==> src/core/cop_defs.vh <==
`ifndef COP_DEFS_VH
`define COP_DEFS_VH

// vendor register indexes of the tx insertion control register
`define COP_TXC_RD_IDX      8'h2d
`define COP_TXC_WR_IDX      8'h2e
// vendor register indexes of the rx drop policy register
`define COP_RXP_RD_IDX      8'h2b
`define COP_RXP_WR_IDX      8'h2c

// reset values
`define COP_TXC_RST         32'h00000000
`define COP_RXP_RST         8'h00
`define COP_TXC_BYTE_RST    8'h00
`define COP_RD_DATA_RST     32'h00000000

// byte lanes within a 32-bit vendor register word
`define COP_LANE_AA         7:0
`define COP_LANE_BB         15:8
`define COP_LANE_CC         23:16
`define COP_LANE_DD         31:24

// writable field masks
`define COP_TXC_AA_MASK     8'h3f
`define COP_TXC_BB_MASK     8'h1f
`define COP_TXC_CC_MASK     8'h03
`define COP_RXP_DD_MASK     8'h7f
`define COP_RXP_CC_MASK     8'hff

// rx policy byte CC fields
`define COP_CC_IPHDR_DP     0
`define COP_CC_TCP_DP       3
`define COP_CC_UDP_DP       4
`define COP_CC_ICMP_DP      5
`define COP_CC_IGMP_DP      6
`define COP_CC_ICMPV6_DP    7
// rx policy byte DD fields
`define COP_DD_TUNNEL       0
`define COP_DD_PPPOE        1
`define COP_DD_TCP6_DP      2
`define COP_DD_UDP6_DP      3
`define COP_DD_ICMP6_DP     4
`define COP_DD_IGMP6_DP     5
`define COP_DD_ICMPV66_DP   6

// tx byte AA fields
`define COP_AA_IP           0
`define COP_AA_TCP          1
`define COP_AA_UDP          2
`define COP_AA_ICMP         3
`define COP_AA_IGMP         4
`define COP_AA_ICMPV6       5
// tx byte BB fields
`define COP_BB_TCP6         0
`define COP_BB_UDP6         1
`define COP_BB_ICMP6        2
`define COP_BB_IGMP6        3
`define COP_BB_ICMPV66      4
`define COP_BB_V6_FIELD     4:0
// tx byte CC fields
`define COP_CCT_TUNNEL      0
`define COP_CCT_PPPOE_N     1

// layer-4 protocol codes of a checked packet
`define COP_PROTO_TCP       3'h0
`define COP_PROTO_UDP       3'h1
`define COP_PROTO_ICMP      3'h2
`define COP_PROTO_IGMP      3'h3
`define COP_PROTO_ICMPV6    3'h4

`endif

==> src/core/cop_policy_regs.v <==
// How it works
// rx icmp drop bit discards bad icmp
// clear drop bit: deliver, mark header error
// rx igmp drop bit discards bad igmp
// rx icmpv6 drop bit discards bad icmpv6
// tunnel bit enables l4 check in tunnels
// pppoe bit enables rx pppoe parsing
// ipv6 has own per-protocol drop bits
// tx control read 2dh, written 2eh
// tx bit 0 inserts ipv4 header checksum
// tx bits 1,2 insert tcp, udp
// tx bits 3-5 insert icmp, igmp, icmpv6
// second tx byte: ipv6 insertion enables
// tx tunnel bit inserts tunnelled l4 checksum
// tx pppoe bit inverted: one disables
// ipv4 header drop bit discards bad headers
// l4 drop only matters when checking enabled
// drop decided after full packet evaluated
// all policy bits zero after reset
`include "cop_defs.vh"

module cop_policy_regs (
  input  wire        CLOCK_IN,        // 50 mhz system clock
  input  wire        SYS_RST_IN,      // async reset, active high
  // vendor register command port
  input  wire        CMD_VALID_IN,    // command strobe
  input  wire        CMD_WRITE_IN,    // 1 write, 0 read
  input  wire [7:0]  CMD_INDEX_IN,    // vendor register index
  input  wire [31:0] CMD_WDATA_IN,    // write data {dd,cc,bb,aa}
  output wire        CMD_READY_OUT,   // command always taken
  output reg         RD_VALID_OUT,    // read data pulse
  output reg  [31:0] RD_DATA_OUT,     // read data
  // per-packet rx checksum result
  input  wire [4:0]  RX_CHECK_EN_IN,  // l4 check enables tcp..icmpv6
  input  wire        RX_DONE_IN,      // end-of-packet result pulse
  input  wire        RX_IPV6_IN,      // packet is ipv6
  input  wire        RX_TUNNEL_IN,    // ipv6 in ipv4 tunnel
  input  wire        RX_PPPOE_IN,     // pppoe encapsulated
  input  wire [2:0]  RX_PROTO_IN,     // l4 protocol code
  input  wire        RX_IPHDR_ERR_IN, // ipv4 header checksum bad
  input  wire        RX_L4_ERR_IN,    // l4 checksum bad
  output wire        RX_VERDICT_OUT,  // verdict pulse
  output wire        RX_DROP_OUT,     // discard packet
  output wire        RX_FLAG_OUT,     // mark error in rx header
  // settings to the rx parser
  output wire        RX_TUNNEL_L4_CHECK_OUT, // check tunnelled l4
  output wire        RX_PPPOE_PARSE_OUT,     // parse pppoe on rx
  // settings to the tx engine
  output wire        TX_IPV4_HDR_INSERT_OUT, // ipv4 header checksum
  output wire        TX_TCP_INSERT_OUT,      // ipv4 tcp
  output wire        TX_UDP_INSERT_OUT,      // ipv4 udp
  output wire        TX_ICMP_INSERT_OUT,     // ipv4 icmp
  output wire        TX_IGMP_INSERT_OUT,     // ipv4 igmp
  output wire        TX_ICMPV6_INSERT_OUT,   // ipv4 icmpv6
  output wire [4:0]  TX_V6_INSERT_OUT,       // ipv6 tcp,udp,icmp,igmp,icmpv6
  output wire        TX_TUNNEL_L4_INSERT_OUT, // tunnelled l4 insert
  output wire        TX_PPPOE_PARSE_OUT      // pppoe parsing enabled on tx
);

  // stored policy bytes
  reg  [7:0]  tx_aa_reg;          // tx ipv4 insertion enables
  reg  [7:0]  tx_bb_reg;          // tx ipv6 insertion enables
  reg  [7:0]  tx_cc_reg;          // tx tunnel and pppoe control
  reg  [7:0]  rx_cc_reg;          // rx ipv4 drop policy
  reg  [7:0]  rx_dd_reg;          // rx ipv6, tunnel and pppoe policy
  // next values from the command port
  reg  [7:0]  tx_aa_next;
  reg  [7:0]  tx_bb_next;
  reg  [7:0]  tx_cc_next;
  reg  [7:0]  rx_cc_next;
  reg  [7:0]  rx_dd_next;
  reg  [31:0] rd_data_next;

  // index match of a command; shared by every write and read decode
  function idx_is;
    input [7:0] idx;
    input [7:0] want;
    begin
      idx_is = (idx == want);
    end
  endfunction

  // writable bits of one byte lane; reserved bits are not stored, except rx byte cc bits 1 and 2 (mask ff)
  function [7:0] lane_keep;
    input [7:0] lane;
    input [7:0] mask;
    begin
      lane_keep = lane & mask;
    end
  endfunction

  // command decode
  wire wr_en  = CMD_VALID_IN && CMD_WRITE_IN;
  wire rd_en  = CMD_VALID_IN && !CMD_WRITE_IN;
  wire wr_txc = wr_en && idx_is(CMD_INDEX_IN, `COP_TXC_WR_IDX);
  wire wr_rxp = wr_en && idx_is(CMD_INDEX_IN, `COP_RXP_WR_IDX);

  // commands are never stalled
  assign CMD_READY_OUT = 1'b1;

  // next register values; only a write at a write index changes them
  always @* begin
    tx_aa_next = tx_aa_reg;
    tx_bb_next = tx_bb_reg;
    tx_cc_next = tx_cc_reg;
    rx_cc_next = rx_cc_reg;
    rx_dd_next = rx_dd_reg;
    if (wr_txc) begin
      tx_aa_next = lane_keep(CMD_WDATA_IN[`COP_LANE_AA], `COP_TXC_AA_MASK);
      tx_bb_next = lane_keep(CMD_WDATA_IN[`COP_LANE_BB], `COP_TXC_BB_MASK);
      tx_cc_next = lane_keep(CMD_WDATA_IN[`COP_LANE_CC], `COP_TXC_CC_MASK);
    end
    if (wr_rxp) begin
      rx_cc_next = lane_keep(CMD_WDATA_IN[`COP_LANE_CC], `COP_RXP_CC_MASK);
      rx_dd_next = lane_keep(CMD_WDATA_IN[`COP_LANE_DD], `COP_RXP_DD_MASK);
    end
  end

  // tx ipv4 insertion byte
  always @(posedge CLOCK_IN or posedge SYS_RST_IN) begin
    if (SYS_RST_IN) begin
      tx_aa_reg <= `COP_TXC_BYTE_RST;
    end else begin
      tx_aa_reg <= tx_aa_next;
    end
  end

  // tx ipv6 insertion byte
  always @(posedge CLOCK_IN or posedge SYS_RST_IN) begin
    if (SYS_RST_IN) begin
      tx_bb_reg <= `COP_TXC_BYTE_RST;
    end else begin
      tx_bb_reg <= tx_bb_next;
    end
  end

  // tx tunnel and pppoe byte; zero leaves tx pppoe parsing on
  always @(posedge CLOCK_IN or posedge SYS_RST_IN) begin
    if (SYS_RST_IN) begin
      tx_cc_reg <= `COP_TXC_BYTE_RST;
    end else begin
      tx_cc_reg <= tx_cc_next;
    end
  end

  // rx ipv4 drop policy byte
  always @(posedge CLOCK_IN or posedge SYS_RST_IN) begin
    if (SYS_RST_IN) begin
      rx_cc_reg <= `COP_RXP_RST;
    end else begin
      rx_cc_reg <= rx_cc_next;
    end
  end

  // rx ipv6 drop, tunnel and pppoe byte
  always @(posedge CLOCK_IN or posedge SYS_RST_IN) begin
    if (SYS_RST_IN) begin
      rx_dd_reg <= `COP_RXP_RST;
    end else begin
      rx_dd_reg <= rx_dd_next;
    end
  end

  // read mux; write-only indexes and unmapped read as zero
  always @* begin
    rd_data_next = `COP_RD_DATA_RST;
    if (idx_is(CMD_INDEX_IN, `COP_TXC_RD_IDX)) begin
      rd_data_next[`COP_LANE_AA] = tx_aa_reg;
      rd_data_next[`COP_LANE_BB] = tx_bb_reg;
      rd_data_next[`COP_LANE_CC] = tx_cc_reg;
    end else if (idx_is(CMD_INDEX_IN, `COP_RXP_RD_IDX)) begin
      rd_data_next[`COP_LANE_CC] = rx_cc_reg;
      rd_data_next[`COP_LANE_DD] = rx_dd_reg;
    end
  end

  // read answer strobe, one cycle after the command
  always @(posedge CLOCK_IN or posedge SYS_RST_IN) begin
    if (SYS_RST_IN) begin
      RD_VALID_OUT <= 1'b0;
    end else begin
      RD_VALID_OUT <= rd_en;
    end
  end

  // read data, held until the next read
  always @(posedge CLOCK_IN or posedge SYS_RST_IN) begin
    if (SYS_RST_IN) begin
      RD_DATA_OUT <= `COP_RD_DATA_RST;
    end else begin
      if (rd_en) begin
        RD_DATA_OUT <= rd_data_next;
      end
    end
  end

  // rx parser settings
  assign RX_TUNNEL_L4_CHECK_OUT = rx_dd_reg[`COP_DD_TUNNEL];
  assign RX_PPPOE_PARSE_OUT     = rx_dd_reg[`COP_DD_PPPOE];

  // tx insertion enables and tx pppoe parse enable
  assign TX_IPV4_HDR_INSERT_OUT  = tx_aa_reg[`COP_AA_IP];
  assign TX_TCP_INSERT_OUT       = tx_aa_reg[`COP_AA_TCP];
  assign TX_UDP_INSERT_OUT       = tx_aa_reg[`COP_AA_UDP];
  assign TX_ICMP_INSERT_OUT      = tx_aa_reg[`COP_AA_ICMP];
  assign TX_IGMP_INSERT_OUT      = tx_aa_reg[`COP_AA_IGMP];
  assign TX_ICMPV6_INSERT_OUT    = tx_aa_reg[`COP_AA_ICMPV6];
  assign TX_V6_INSERT_OUT        = tx_bb_reg[`COP_BB_V6_FIELD];
  assign TX_TUNNEL_L4_INSERT_OUT = tx_cc_reg[`COP_CCT_TUNNEL];
  assign TX_PPPOE_PARSE_OUT      = !tx_cc_reg[`COP_CCT_PPPOE_N];

  // per-packet drop or flag decision
  cop_rx_verdict u_verdict (
    .clk       (CLOCK_IN),
    .rst       (SYS_RST_IN),
    .drop_v4   (rx_cc_reg),
    .drop_v6   (rx_dd_reg),
    .check_en  (RX_CHECK_EN_IN),
    .done      (RX_DONE_IN),
    .is_ipv6   (RX_IPV6_IN),
    .is_tunnel (RX_TUNNEL_IN),
    .is_pppoe  (RX_PPPOE_IN),
    .proto     (RX_PROTO_IN),
    .iphdr_err (RX_IPHDR_ERR_IN),
    .l4_err    (RX_L4_ERR_IN),
    .valid_out (RX_VERDICT_OUT),
    .drop_out  (RX_DROP_OUT),
    .flag_out  (RX_FLAG_OUT)
  );

endmodule // cop_policy_regs

==> src/core/cop_rx_verdict.v <==
`include "cop_defs.vh"

// per-packet drop or flag decision, taken once the checksum result is final
module cop_rx_verdict (
  input  wire       clk,              // system clock
  input  wire       rst,              // async reset, active high
  input  wire [7:0] drop_v4,          // policy byte cc
  input  wire [7:0] drop_v6,          // policy byte dd
  input  wire [4:0] check_en,         // rx l4 check enables per protocol
  input  wire       done,             // end-of-packet result pulse
  input  wire       is_ipv6,          // packet is ipv6
  input  wire       is_tunnel,        // ipv6 carried in ipv4
  input  wire       is_pppoe,         // pppoe encapsulated
  input  wire [2:0] proto,            // l4 protocol code
  input  wire       iphdr_err,        // ipv4 header checksum failed
  input  wire       l4_err,           // l4 checksum failed
  output reg        valid_out,        // verdict pulse
  output reg        drop_out,         // discard whole packet
  output reg        flag_out          // deliver with error mark
);

  // drop policy bit for a protocol and ip version
  function drop_sel;
    input [2:0] p;
    input       v6;
    input [7:0] cc;
    input [7:0] dd;
    begin
      case (p)
        `COP_PROTO_TCP:    drop_sel = v6 ? dd[`COP_DD_TCP6_DP]    : cc[`COP_CC_TCP_DP];
        `COP_PROTO_UDP:    drop_sel = v6 ? dd[`COP_DD_UDP6_DP]    : cc[`COP_CC_UDP_DP];
        `COP_PROTO_ICMP:   drop_sel = v6 ? dd[`COP_DD_ICMP6_DP]   : cc[`COP_CC_ICMP_DP];
        `COP_PROTO_IGMP:   drop_sel = v6 ? dd[`COP_DD_IGMP6_DP]   : cc[`COP_CC_IGMP_DP];
        `COP_PROTO_ICMPV6: drop_sel = v6 ? dd[`COP_DD_ICMPV66_DP] : cc[`COP_CC_ICMPV6_DP];
        default:           drop_sel = 1'b0;
      endcase
    end
  endfunction

  wire proto_ok  = (proto <= `COP_PROTO_ICMPV6);
  // l4 result counts only if enabled and the frame was parsed
  wire l4_live   = proto_ok && check_en[proto] &&
                   (!is_tunnel || drop_v6[`COP_DD_TUNNEL]) &&
                   (!is_pppoe || drop_v6[`COP_DD_PPPOE]);
  wire l4_fail   = l4_err && l4_live;
  wire hdr_fail  = iphdr_err && !is_ipv6;
  wire drop_now  = (hdr_fail && drop_v4[`COP_CC_IPHDR_DP]) ||
                   (l4_fail && drop_sel(proto, is_ipv6, drop_v4, drop_v6));

  // verdict only on the end-of-packet pulse, never mid-packet
  always @(posedge clk or posedge rst) begin
    if (rst) begin
      valid_out <= 1'b0;
      drop_out  <= 1'b0;
      flag_out  <= 1'b0;
    end else begin
      valid_out <= done;
      drop_out  <= done && drop_now;
      flag_out  <= done && (hdr_fail || l4_fail) && !drop_now;
    end
  end

endmodule // cop_rx_verdict

==> config.mk <==
export PLATFORM = sky130hd
export DESIGN_NAME = cop_policy_regs
export DESIGN_NICKNAME = d
export VERILOG_FILES = /design/src/core/cop_policy_regs.v /design/src/core/cop_rx_verdict.v
export VERILOG_INCLUDE_DIRS = /design/src /design/src/core
export SDC_FILE = /design/constraint.sdc
export NUM_CORES = 1
export LEC_CHECK = 0
export BUFFER_PORTS_ARGS = -buffer_cell sky130_fd_sc_hd__clkbuf_2
export CORE_UTILIZATION = 46
export CTS_CLUSTER_DIAMETER = 80
export DETAILED_ROUTE_END_ITERATION = 6
export PLACE_DENSITY = 0.79
export SLEW_MARGIN = 20
export SYNTH_ARGS = -nofsm -noshare
export SYNTH_HDL_FRONTEND = slang
export SYNTH_SLANG_ARGS = --single-unit
==> constraint.sdc <==
create_clock -name CLOCK_IN -period 2.1 [get_ports CLOCK_IN]
set_input_delay 0.105 -clock CLOCK_IN [delete_from_list [all_inputs] [get_ports CLOCK_IN]]
set_output_delay 0.105 -clock CLOCK_IN [all_outputs]
set_load 0.05 [all_outputs]
After elaboration in Yosys (flattened, before gate mapping)

Index checks and enable logic that the tools add are counted.
Widths: inputs -> output; s select.

Order comparisons: 2
Equal/unequal tests: 8
Muxes and demuxes: 12
Reduce and logical (&&, ||, !) cells: 25

Operators with widths:

| kind               | count |
|---|---|
| $eq 8x6->1 const B | 4 |
| $mux 8             | 2 |
| $mux 15            | 1 |
| $logic_and 1x1->1  | 14 |
| $mux 13            | 1 |
| $eq 3x2->1 const B | 2 |
| $logic_not 1->1    | 6 |
| $mux 1             | 6 |
| $pmux 1 s5         | 1 |
| $logic_or 1x1->1   | 4 |
| $lt 3x4->1 const B | 1 |
| $bmux 1 s3         | 1 |
| $eq 3x1->1 const B | 1 |
| $eq 3x3->1 const B | 1 |
| $le 3x3->1 const B | 1 |
| $logic_not 3->1    | 1 |

Bits in registers: 64
Input port bits: 58
Output and inout bits: 52
Logic and storage cells: 57

Logic depth before layout (Yosys ltp)

Gate-level depths: netlist of run 1.

Depth in word-level cells: 10
Depth in mapped cells: 7
Depth with buffers taken out: 6

By module

Synthesis of run 1 repeated with hierarchy kept, for this count alone.

Cells, all modules: 174
Area total of the unflattened synthesis: 2489.9 µm²

By module, submodules not included:

| module          | instances | cells an instance | area each (µm²) | sequential area each (µm²) |
|---|---|---|---|---|
| cop_policy_regs | 1         | 142               | 2195.9          | 1376.3 |
| cop_rx_verdict  | 1         | 32                | 294.0           | 75.1 |

Least setup slack after synthesis of run 1

OpenSTA, ideal clock, no wires.

Path type: input -> register
From: in CMD_INDEX_IN[4]
To: reg rx_cc_reg[1]
Library setup time: 125 ps
Data arrival time: 1527 ps
Data required time: 1975 ps
Setup slack: 449 ps
Cell stages on the path: 5
Cells stage by stage: nor4b_2 > nand2_1 > nor4_2 > buf_4 > mux2_2

Longest elaborated chain between the ends: 2

RTL lines:

| item                 | line                  | text |
|---|---|---|
| start, declared      | cop_policy_regs.v:28  | `input wire [7:0] CMD_INDEX_IN,` |
| $eq 8x6->1           | cop_policy_regs.v:79  | `idx_is = (idx == want);` |
| $logic_and 1x1->1    | cop_policy_regs.v:96  | `` wire wr_rxp = wr_en && idx_is(CMD_INDEX_IN, `COP_RXP_WR_IDX); `` |
| end signal, assigned | cop_policy_regs.v:149 | `` rx_cc_reg <= `COP_RXP_RST; `` |
| end signal, assigned | cop_policy_regs.v:151 | `rx_cc_reg <= rx_cc_next;` |
| end, declared        | cop_policy_regs.v:64  | `reg [7:0] rx_cc_reg;` |

No other way between the ends.
A chain may end at the register's enable or synchronous reset.

Worst setup path in the final report of run 1

From: in CMD_INDEX_IN[4]
To: reg tx_bb_reg[0]

Longest elaborated chain between the ends: 2

RTL lines:

| item                 | line                  | text |
|---|---|---|
| $eq 8x6->1           | cop_policy_regs.v:79  |  |
| $logic_and 1x1->1    | cop_policy_regs.v:95  | `` wire wr_txc = wr_en && idx_is(CMD_INDEX_IN, `COP_TXC_WR_IDX); `` |
| end signal, assigned | cop_policy_regs.v:131 | `` tx_bb_reg <= `COP_TXC_BYTE_RST; `` |
| end signal, assigned | cop_policy_regs.v:133 | `tx_bb_reg <= tx_bb_next;` |
| end, declared        | cop_policy_regs.v:62  | `reg [7:0] tx_bb_reg;` |

No other way between the ends.

==> results_tabular.tex, run 1 <==
\begin{tabular}{lr}
\hline
Metric & Value \\
\hline
\multicolumn{2}{l}{\textbf{Finish}} \\
Post-layout instance area & 0.003263 mm² \\
P\&R area growth vs syn & 34.16\% \\
Ant diodes & 0 \\
Max reg flops & 26 \\
Final net count & approximately 340 \\
Fraction of the core area covered by cells at the end of the flow & 0.6389 \\
Fraction of final layout cells with drive strength greater than 1 & 0.5193 \\
\multicolumn{2}{l}{\textbf{Floorplan}} \\
Core Area & just over 0.005 mm² \\
Total I/O pin count & 110 \\
Die Y & between 70 and 80 µm \\
Starting Density & 0.4762 \\
Core Rows & 26 \\
Total Die Area & between 0.005 and 0.006 mm² \\
Width of the chip & 74.72 µm \\
\multicolumn{2}{l}{\textbf{STA}} \\
Final critical delay including setup and external delays & roughly 1500 ps \\
Post-route clock skew & 8.804 ps \\
Unrepaired setup endpoints after global routing & false \\
Max Freq & a little under 700 MHz \\
Count of endpoints failing hold in the final timing report & 0 \\
Final setup TNS & 0 ps \\
Post-route clock period utilization & 0.6923 \\
Number of max-slew violations in the final report & 0 \\
Count of endpoints failing setup in the final report & 0 \\
\multicolumn{2}{l}{\textbf{Worst hold path}} \\
Worst Hold Depth & 2 \\
Path class of the lowest-slack min-delay path & in -> reg \\
\multicolumn{2}{l}{\textbf{Synth}} \\
Synth top area cells & sky130\_fd\_sc\_hd\_\_dfrtp\_1, sky130\_fd\_sc\_hd\_\_a22o\_1, sky130\_fd\_sc\_hd\_\_mux2\_2, sky130\_fd\_sc\_hd\_\_mux2\_4, sky130\_fd\_sc\_hd\_\_mux2i\_1 \\
Largest area contributor in the netlist & sky130\_fd\_sc\_hd\_\_dfrtp\_1 \\
Synth Area in Adders & 0 \\
Dominant combinational cell family by area after synthesis & multiplexers \\
Share of synthesized cell area in and, or, nand and nor gates & 0.05195 \\
Number of enable flip-flop cells after synthesis & 0 \\
Fraction of synthesized area in multiplexers & 0.1790 \\
Main synth FF type & sky130\_fd\_sc\_hd\_\_dfrtp\_1 \\
Total of flip-flops plus latches after synthesis & 58 \\
Synthesized-area fraction occupied by xor and xnor cells & 0 \\
Post-synthesis cell area & approximately 0.0024 mm² \\
Area fraction in compound gates after synthesis & 0.1157 \\
Synthesized instance count & 170 \\
Leading cell type by number of instances after synthesis & sky130\_fd\_sc\_hd\_\_dfrtp\_1 \\
Synth top area share & 0.5967 \\
Sequential-to-total area share from yosys stat & 0.5967 \\
Average size of a mapped cell & 14.31 µm² \\
Top cells by instance count after synthesis & sky130\_fd\_sc\_hd\_\_dfrtp\_1, sky130\_fd\_sc\_hd\_\_a22o\_1, sky130\_fd\_sc\_hd\_\_mux2\_2, sky130\_fd\_sc\_hd\_\_mux2\_4 \\
Number of warnings reported in the yosys synthesis log & 0 \\
Async S/R FF share, synth & 1.000 \\
Cell variety after synth & 28 \\
\multicolumn{2}{l}{\textbf{Run}} \\
Maxcap violations & 0 \\
\multicolumn{2}{l}{\textbf{CTS}} \\
\# H-tree levels & 3 \\
Number of buffers inserted during clock tree synthesis & 9 \\
Post-CTS Hold Buffers & 6 \\
Total of cells resized after clock tree synthesis & 0 \\
Latest clock arrival within the worst-skew pair & between 300 and 400 ps \\
Post-CTS setup buffer count & 0 \\
Library cell used as clock root buffer & sky130\_fd\_sc\_hd\_\_clkbuf\_8 \\
Clk slew on worst S/H paths & $\sim$60 ps \\
Longest Clk Path Bufs & 2 \\
Number of sinks handled by clock tree synthesis & 58 \\
Clock tree from TritonCTS & done \\
\multicolumn{2}{l}{\textbf{Global routing}} \\
Number of global-route vias before repair & approximately 1700 \\
Global route total overflow & 0 \\
Antenna violations before repair & 0 \\
GRT Util Overall & 0.1889 \\
Global-route wire length before repair & around 7700 µm \\
Largest net degree at the start of global routing & just under 60 \\
\multicolumn{2}{l}{\textbf{Critical path}} \\
Crit path kind & in -> reg \\
Path length in cells of the critical path & 6 \\
Data arrival time of the worst path & roughly 1700 ps \\
Setup crit end kind & flip-flop \\
Largest incremental delay on the critical path & approximately 500 ps \\
Slowest stage cell on the critical path & sky130\_fd\_sc\_hd\_\_or4b\_1 \\
Worst reg-to-reg path cell count & 5 \\
Worst Setup Start Kind & input port \\
Cell type group with the largest total delay on the critical path & simple AND/OR/NAND/NOR gates \\
Worst EP required & around 2300 ps \\
Worst path cell trace & clkbuf\_2 > nor4b\_2 > nand2\_1 > or4b\_1 > buf\_4 > mux2\_4 \\
CP max FO & 13 \\
Buffers and inverters on the worst path & 2 \\
\multicolumn{2}{l}{\textbf{Detailed routing}} \\
Post-detailed-route wirelength per cell & roughly 14 µm \\
Antenna-violating nets left & 0 \\
Final routed wirelength across all metal layers & around 5000 µm \\
Number of iterations in the first detailed-routing pass & 4 \\
Vias after detailed routing & around 1800 \\
Vias per inst & 5.037 \\
DRC Markers & 0 \\
Initial detailed-routing violation count & 48 \\
\multicolumn{2}{l}{\textbf{Placement}} \\
HPWL reported at the end of detailed placement & roughly 3500 µm \\
Quantity of I/O buffers inserted on ports & 96 \\
Instance area at placement & 0.002985 mm² \\
GP Congestion & 0.7684 \\
\multicolumn{2}{l}{\textbf{Power}} \\
Static leakage & between 0.0015 and 0.002 µW \\
Power per standard cell area & around 730 mW/mm² \\
Largest vdd supply drop & approximately 0.46 mV \\
\multicolumn{2}{l}{\textbf{Outcome}} \\
Result of the run & finished clean \\
\hline
\end{tabular}
report_power, final:
group	internal, µW	total, µW	switching [µW]	leakage (µW)
Clock	613	1010	397	0.000101
Sequential	1140	1150	12.8	0.000799
Combinational	85.4	229	143	0.000908
path summary, 6_finish.rpt:
check / startpoint / endpoint / slack [ps]
setup / recovery: CMD_INDEX_IN[4] / tx_bb_reg[0] / 650
hold / removal: CMD_WDATA_IN[30] / rx_dd_reg[6] / 20
setup reg to reg: rx_cc_reg[6] / u_verdict.flag_out / 650
hold reg to reg: rx_cc_reg[2] / RD_DATA_OUT[18] / 500
max in group asynchronous: SYS_RST_IN / rx_dd_reg[0] / 1470
min in group asynchronous: SYS_RST_IN / rx_cc_reg[7] / 370
area by class of cell:
type / instances / area (µm²)
Fill cell: 386 / 1844
Sequential cell: 58 / 1451
Multi-Input combinational cell: 93 / 878.3
Timing Repair Buffer: 110 / 618.1
Clock buffer: 14 / 162.7
Tap cell: 70 / 87.58
Clock inverter: 2 / 35.03
Inverter: 8 / 30.03
stage by stage:
step                worst slack [ps]  std cells  total power (µW)  hold slack, ps
finish                         646.2        355              2388           15.35
global route                   581.6        355              2488          0.4184
CTS                            646.2        353              2416          0.1247
detailed placement             312.0        331              1388           166.7
global placement               343.7        331              1383           162.1
floorplan                      448.6        175              1310           136.4
logic make-up (layout without fill, tap and decap cells):
| logic type | count (synthesis) | in the layout |
|---|---|---|
| compound gates | 34 | 34 |
| mux | 35 | 35 |
| other cells | 2 | 7 |
| simple gates | 17 | 17 |
| flops | 58 | 58 |
| buf+inv | 24 | 134 |
layer usage:
metal  share of wire  GRT usage  vias to the layer above
met2            0.48     0.3023                       84
met5               0          0                        -
met3           0.060    0.04819                        7
met4           0.014    0.08386                        0
met1            0.45     0.2440                      864
li1                -          -                      833
cells in the final DEF, fill, tap and decap left out, types with 3 or more instances in the layout:
cell and n:
sky130_fd_sc_hd__nand3_1 3, sky130_fd_sc_hd__a22o_1 25, sky130_fd_sc_hd__mux2i_1 6, sky130_fd_sc_hd__buf_4 5, sky130_fd_sc_hd__inv_1 7, sky130_fd_sc_hd__o21ai_0 3, sky130_fd_sc_hd__clkbuf_8 11, sky130_fd_sc_hd__mux2_4 10
sky130_fd_sc_hd__clkbuf_2 96, sky130_fd_sc_hd__mux2_2 18, sky130_fd_sc_hd__nand2_1 3, sky130_fd_sc_hd__clkbuf_1 3, sky130_fd_sc_hd__dfrtp_1 58, sky130_fd_sc_hd__dlygate4sd3_1 8, sky130_fd_sc_hd__conb_1 7
Power figures use the tool's default switching activity.
==> inputs of run 2 (changes only) <==
Settings changed: CORE_UTILIZATION 46 to 42, PLACE_DENSITY 0.79 to 0.76.
Clock period 2.1 ns to 1.3 ns, I/O delays scaled along.
==> results_tabular.tex, run 2 (synthesis gave the netlist of run 1 again) <==
\begin{tabular}{lr}
\hline
Metric & Value \\
\hline
\multicolumn{2}{l}{\textbf{Power}} \\
Static leakage & 0.002032 µW (+12\%) \\
Power per standard cell area & 1012 mW/mm² (+38\%) \\
Largest vdd supply drop & 0.5150 mV (+12\%) \\
Overall power & 3744 µW (+57\%) \\
\multicolumn{2}{l}{\textbf{Critical path}} \\
Worst path cell trace & mux2i\_1 > mux4\_2 > nand2b\_1 > nand4\_1 > and4\_1 \\
Crit path kind & reg -> reg \\
Worst Setup Start Kind & flip-flop \\
Setup crit end kind & flip-flop \\
Slowest stage cell on the critical path & sky130\_fd\_sc\_hd\_\_mux4\_2 \\
Data arrival time of the worst path & 1640 ps (about the same) \\
CP max FO & 2 (-11) \\
Worst EP required & 1510 ps (-790 ps) \\
Largest incremental delay on the critical path & 470 ps (-30 ps) \\
\multicolumn{2}{l}{\textbf{Placement}} \\
Quantity of I/O buffers inserted on ports & 96 (unchanged) \\
Pre-CTS setup slack & -377.9 ps (-689.9 ps) \\
GP Congestion & 0.8446 (+9.9\%) \\
HPWL reported at the end of detailed placement & 4099 µm (+18\%) \\
\multicolumn{2}{l}{\textbf{Detailed routing}} \\
Antenna-violating nets left & 0 (unchanged) \\
DRC Markers & 0 (unchanged) \\
Number of iterations in the first detailed-routing pass & 5 (+1) \\
Vias after detailed routing & 1953 (+9.2\%) \\
Final routed wirelength across all metal layers & 6080 µm (+21\%) \\
Initial detailed-routing violation count & 77 (+60\%) \\
Post-detailed-route wirelength per cell & 15.24 µm (+8.0\%) \\
Vias per inst & 4.895 (-2.8\%) \\
\multicolumn{2}{l}{\textbf{CTS}} \\
Clock tree from TritonCTS & done \\
\# H-tree levels & 3 (unchanged) \\
Number of sinks handled by clock tree synthesis & 58 (unchanged) \\
Number of buffers inserted during clock tree synthesis & 9 (unchanged) \\
Library cell used as clock root buffer & sky130\_fd\_sc\_hd\_\_clkbuf\_8 \\
Clk slew on worst S/H paths & 60 ps (about the same) \\
Latest clock arrival within the worst-skew pair & 330 ps (about the same) \\
Longest Clk Path Bufs & 2 (unchanged) \\
\multicolumn{2}{l}{\textbf{Worst hold path}} \\
Path class of the lowest-slack min-delay path & in -> reg \\
\multicolumn{2}{l}{\textbf{Global routing}} \\
Global route total overflow & 0 (unchanged) \\
Number of global-route vias before repair & 1976 (+18\%) \\
Antenna violations before repair & 0 (unchanged) \\
Largest net degree at the start of global routing & 37 (-37\%) \\
GRT Util Overall & 0.2118 (+0.02288) \\
Global-route wire length before repair & 9528 µm (+24\%) \\
\multicolumn{2}{l}{\textbf{Finish}} \\
Area occupied by registers & 0.001454 mm² (+0.17\%) \\
Fraction of final layout cells with drive strength greater than 1 & 0.5382 (+0.01893) \\
Most frequent standard cell in the layout excluding fill and tap cells & sky130\_fd\_sc\_hd\_\_clkbuf\_2 \\
Most frequent cells in the layout & sky130\_fd\_sc\_hd\_\_clkbuf\_2, sky130\_fd\_sc\_hd\_\_dfrtp\_1, sky130\_fd\_sc\_hd\_\_dlygate4sd3\_1, sky130\_fd\_sc\_hd\_\_a22o\_1, sky130\_fd\_sc\_hd\_\_buf\_4 \\
Ant diodes & 0 (unchanged) \\
Max reg flops & 26 (unchanged) \\
Final net count & 381 (+13\%) \\
Total area of multi-input combinational cells & 932.1 µm² (+6.1\%) \\
P\&R area growth vs syn & 52.16\% \\
Fill cell instance count of the final layout & 426 (+10\%) \\
\multicolumn{2}{l}{\textbf{Outcome}} \\
Result of the run & finished with violations \\
Failing checks & negative setup slack \\
\multicolumn{2}{l}{\textbf{Floorplan}} \\
Width of the chip & 78.10 µm (+4.5\%) \\
Total Die Area & 0.006100 mm² (+9.3\%) \\
Die Y & 78.10 µm (+4.5\%) \\
Starting Density & 0.4390 (-0.03721) \\
Core Area & 0.005540 mm² (+8.5\%) \\
Total I/O pin count & 110 (unchanged) \\
Core Rows & 27 (+3.8\%) \\
\multicolumn{2}{l}{\textbf{STA}} \\
Max Freq & $\sim$700 MHz \\
Post-route clock skew & 5.236 ps (-3.568 ps) \\
Number of max-slew violations in the final report & 0 (unchanged) \\
Unrepaired setup endpoints after global routing & true \\
Final critical delay including setup and external delays & approximately 1400 ps \\
Count of endpoints failing setup in the final report & 2 (+2) \\
Post-route clock period utilization & 1.103 \\
Count of endpoints failing hold in the final timing report & 0 (unchanged) \\
Crit path setup slack, layout & -133.4 ps (-779.6 ps) \\
\multicolumn{2}{l}{\textbf{Run}} \\
Maxcap violations & 0 (unchanged) \\
\hline
\end{tabular}
## run 2: cell count changes in the layout (fill, tap and decap cells not counted), moves of 8 or more
cell	before	now
sky130_fd_sc_hd__mux2_4	10	18
sky130_fd_sc_hd__dlygate4sd3_1	8	28
sky130_fd_sc_hd__buf_4	5	23
sky130_fd_sc_hd__mux2_2	18	10
## run 2: layout make-up
cell class	instances	share of cell area
multi-input cells	93	0.2519
flip-flops and latches	58	0.3928
well taps	72	0.02434
clock inverters	3	0.004057
clock buffers	12	0.04192
inverters	8	0.009128
repair buffers	153	0.2759
## run 2: power by group
group          total (µW)  switching (µW)  internal [µW]
Clock                1420             642            774
Sequential           1860            20.3           1840
Combinational         471             260            211
## run 2: routing by layer
metal  track usage  vias up  part of all wire
li1              -      913                 -
met1        0.2450      948              0.41
met2        0.3526       73              0.51
met3       0.04535       19             0.044
met4        0.1426        0             0.036
met5             0        -                 0
## run 2: critical path: cells and delay by family, from the launching register on
kind          cells  cell delay (ps)
simple gates      3              400
mux               2              560
flops             1              350
## run 2: path summary, 6_finish.rpt
kind | endpoint | from | cells past startpoint | slack, ps
setup / recovery | u_verdict.flag_out | rx_dd_reg[5] | 5 | -130
hold / removal | RD_VALID_OUT | CMD_VALID_IN | 3 | 20
setup reg to reg | u_verdict.flag_out | rx_dd_reg[5] | 5 | -130
hold reg to reg | RD_DATA_OUT[19] | RD_DATA_OUT[19] | 1 | 500
max in group asynchronous | rx_dd_reg[1] | SYS_RST_IN | 4 | 750
min in group asynchronous | RD_DATA_OUT[5] | SYS_RST_IN | 4 | 320
## run 2: what timing repair did
action | in CTS | in global routing
gates cloned | 0 | 1
hold buffers | 28 | 0
endpoints found under the hold margin | 88 | 0
pin swaps | 1 | 0
resized for setup | 1 | 9
endpoints found under the setup margin | 11 | 16
buffers inserted | 0 | 2
## run 2: per-stage QoR
stage          cell area [µm²]    util  TNS [ps]  hold WS [ps]  instances
6_report                  3701  0.6680    -196.8         20.03        399
5_1_grt                   3701  0.6680    -649.6         20.98        399
3_5_place_dp              3198  0.5772    -14780         116.6        353
3_3_place_gp              3198  0.5772    -12570         114.0        353
2_1_floorplan             2514       -     -6859         96.43        175
4_1_cts                   3652  0.6592    -109.9         7.341        396
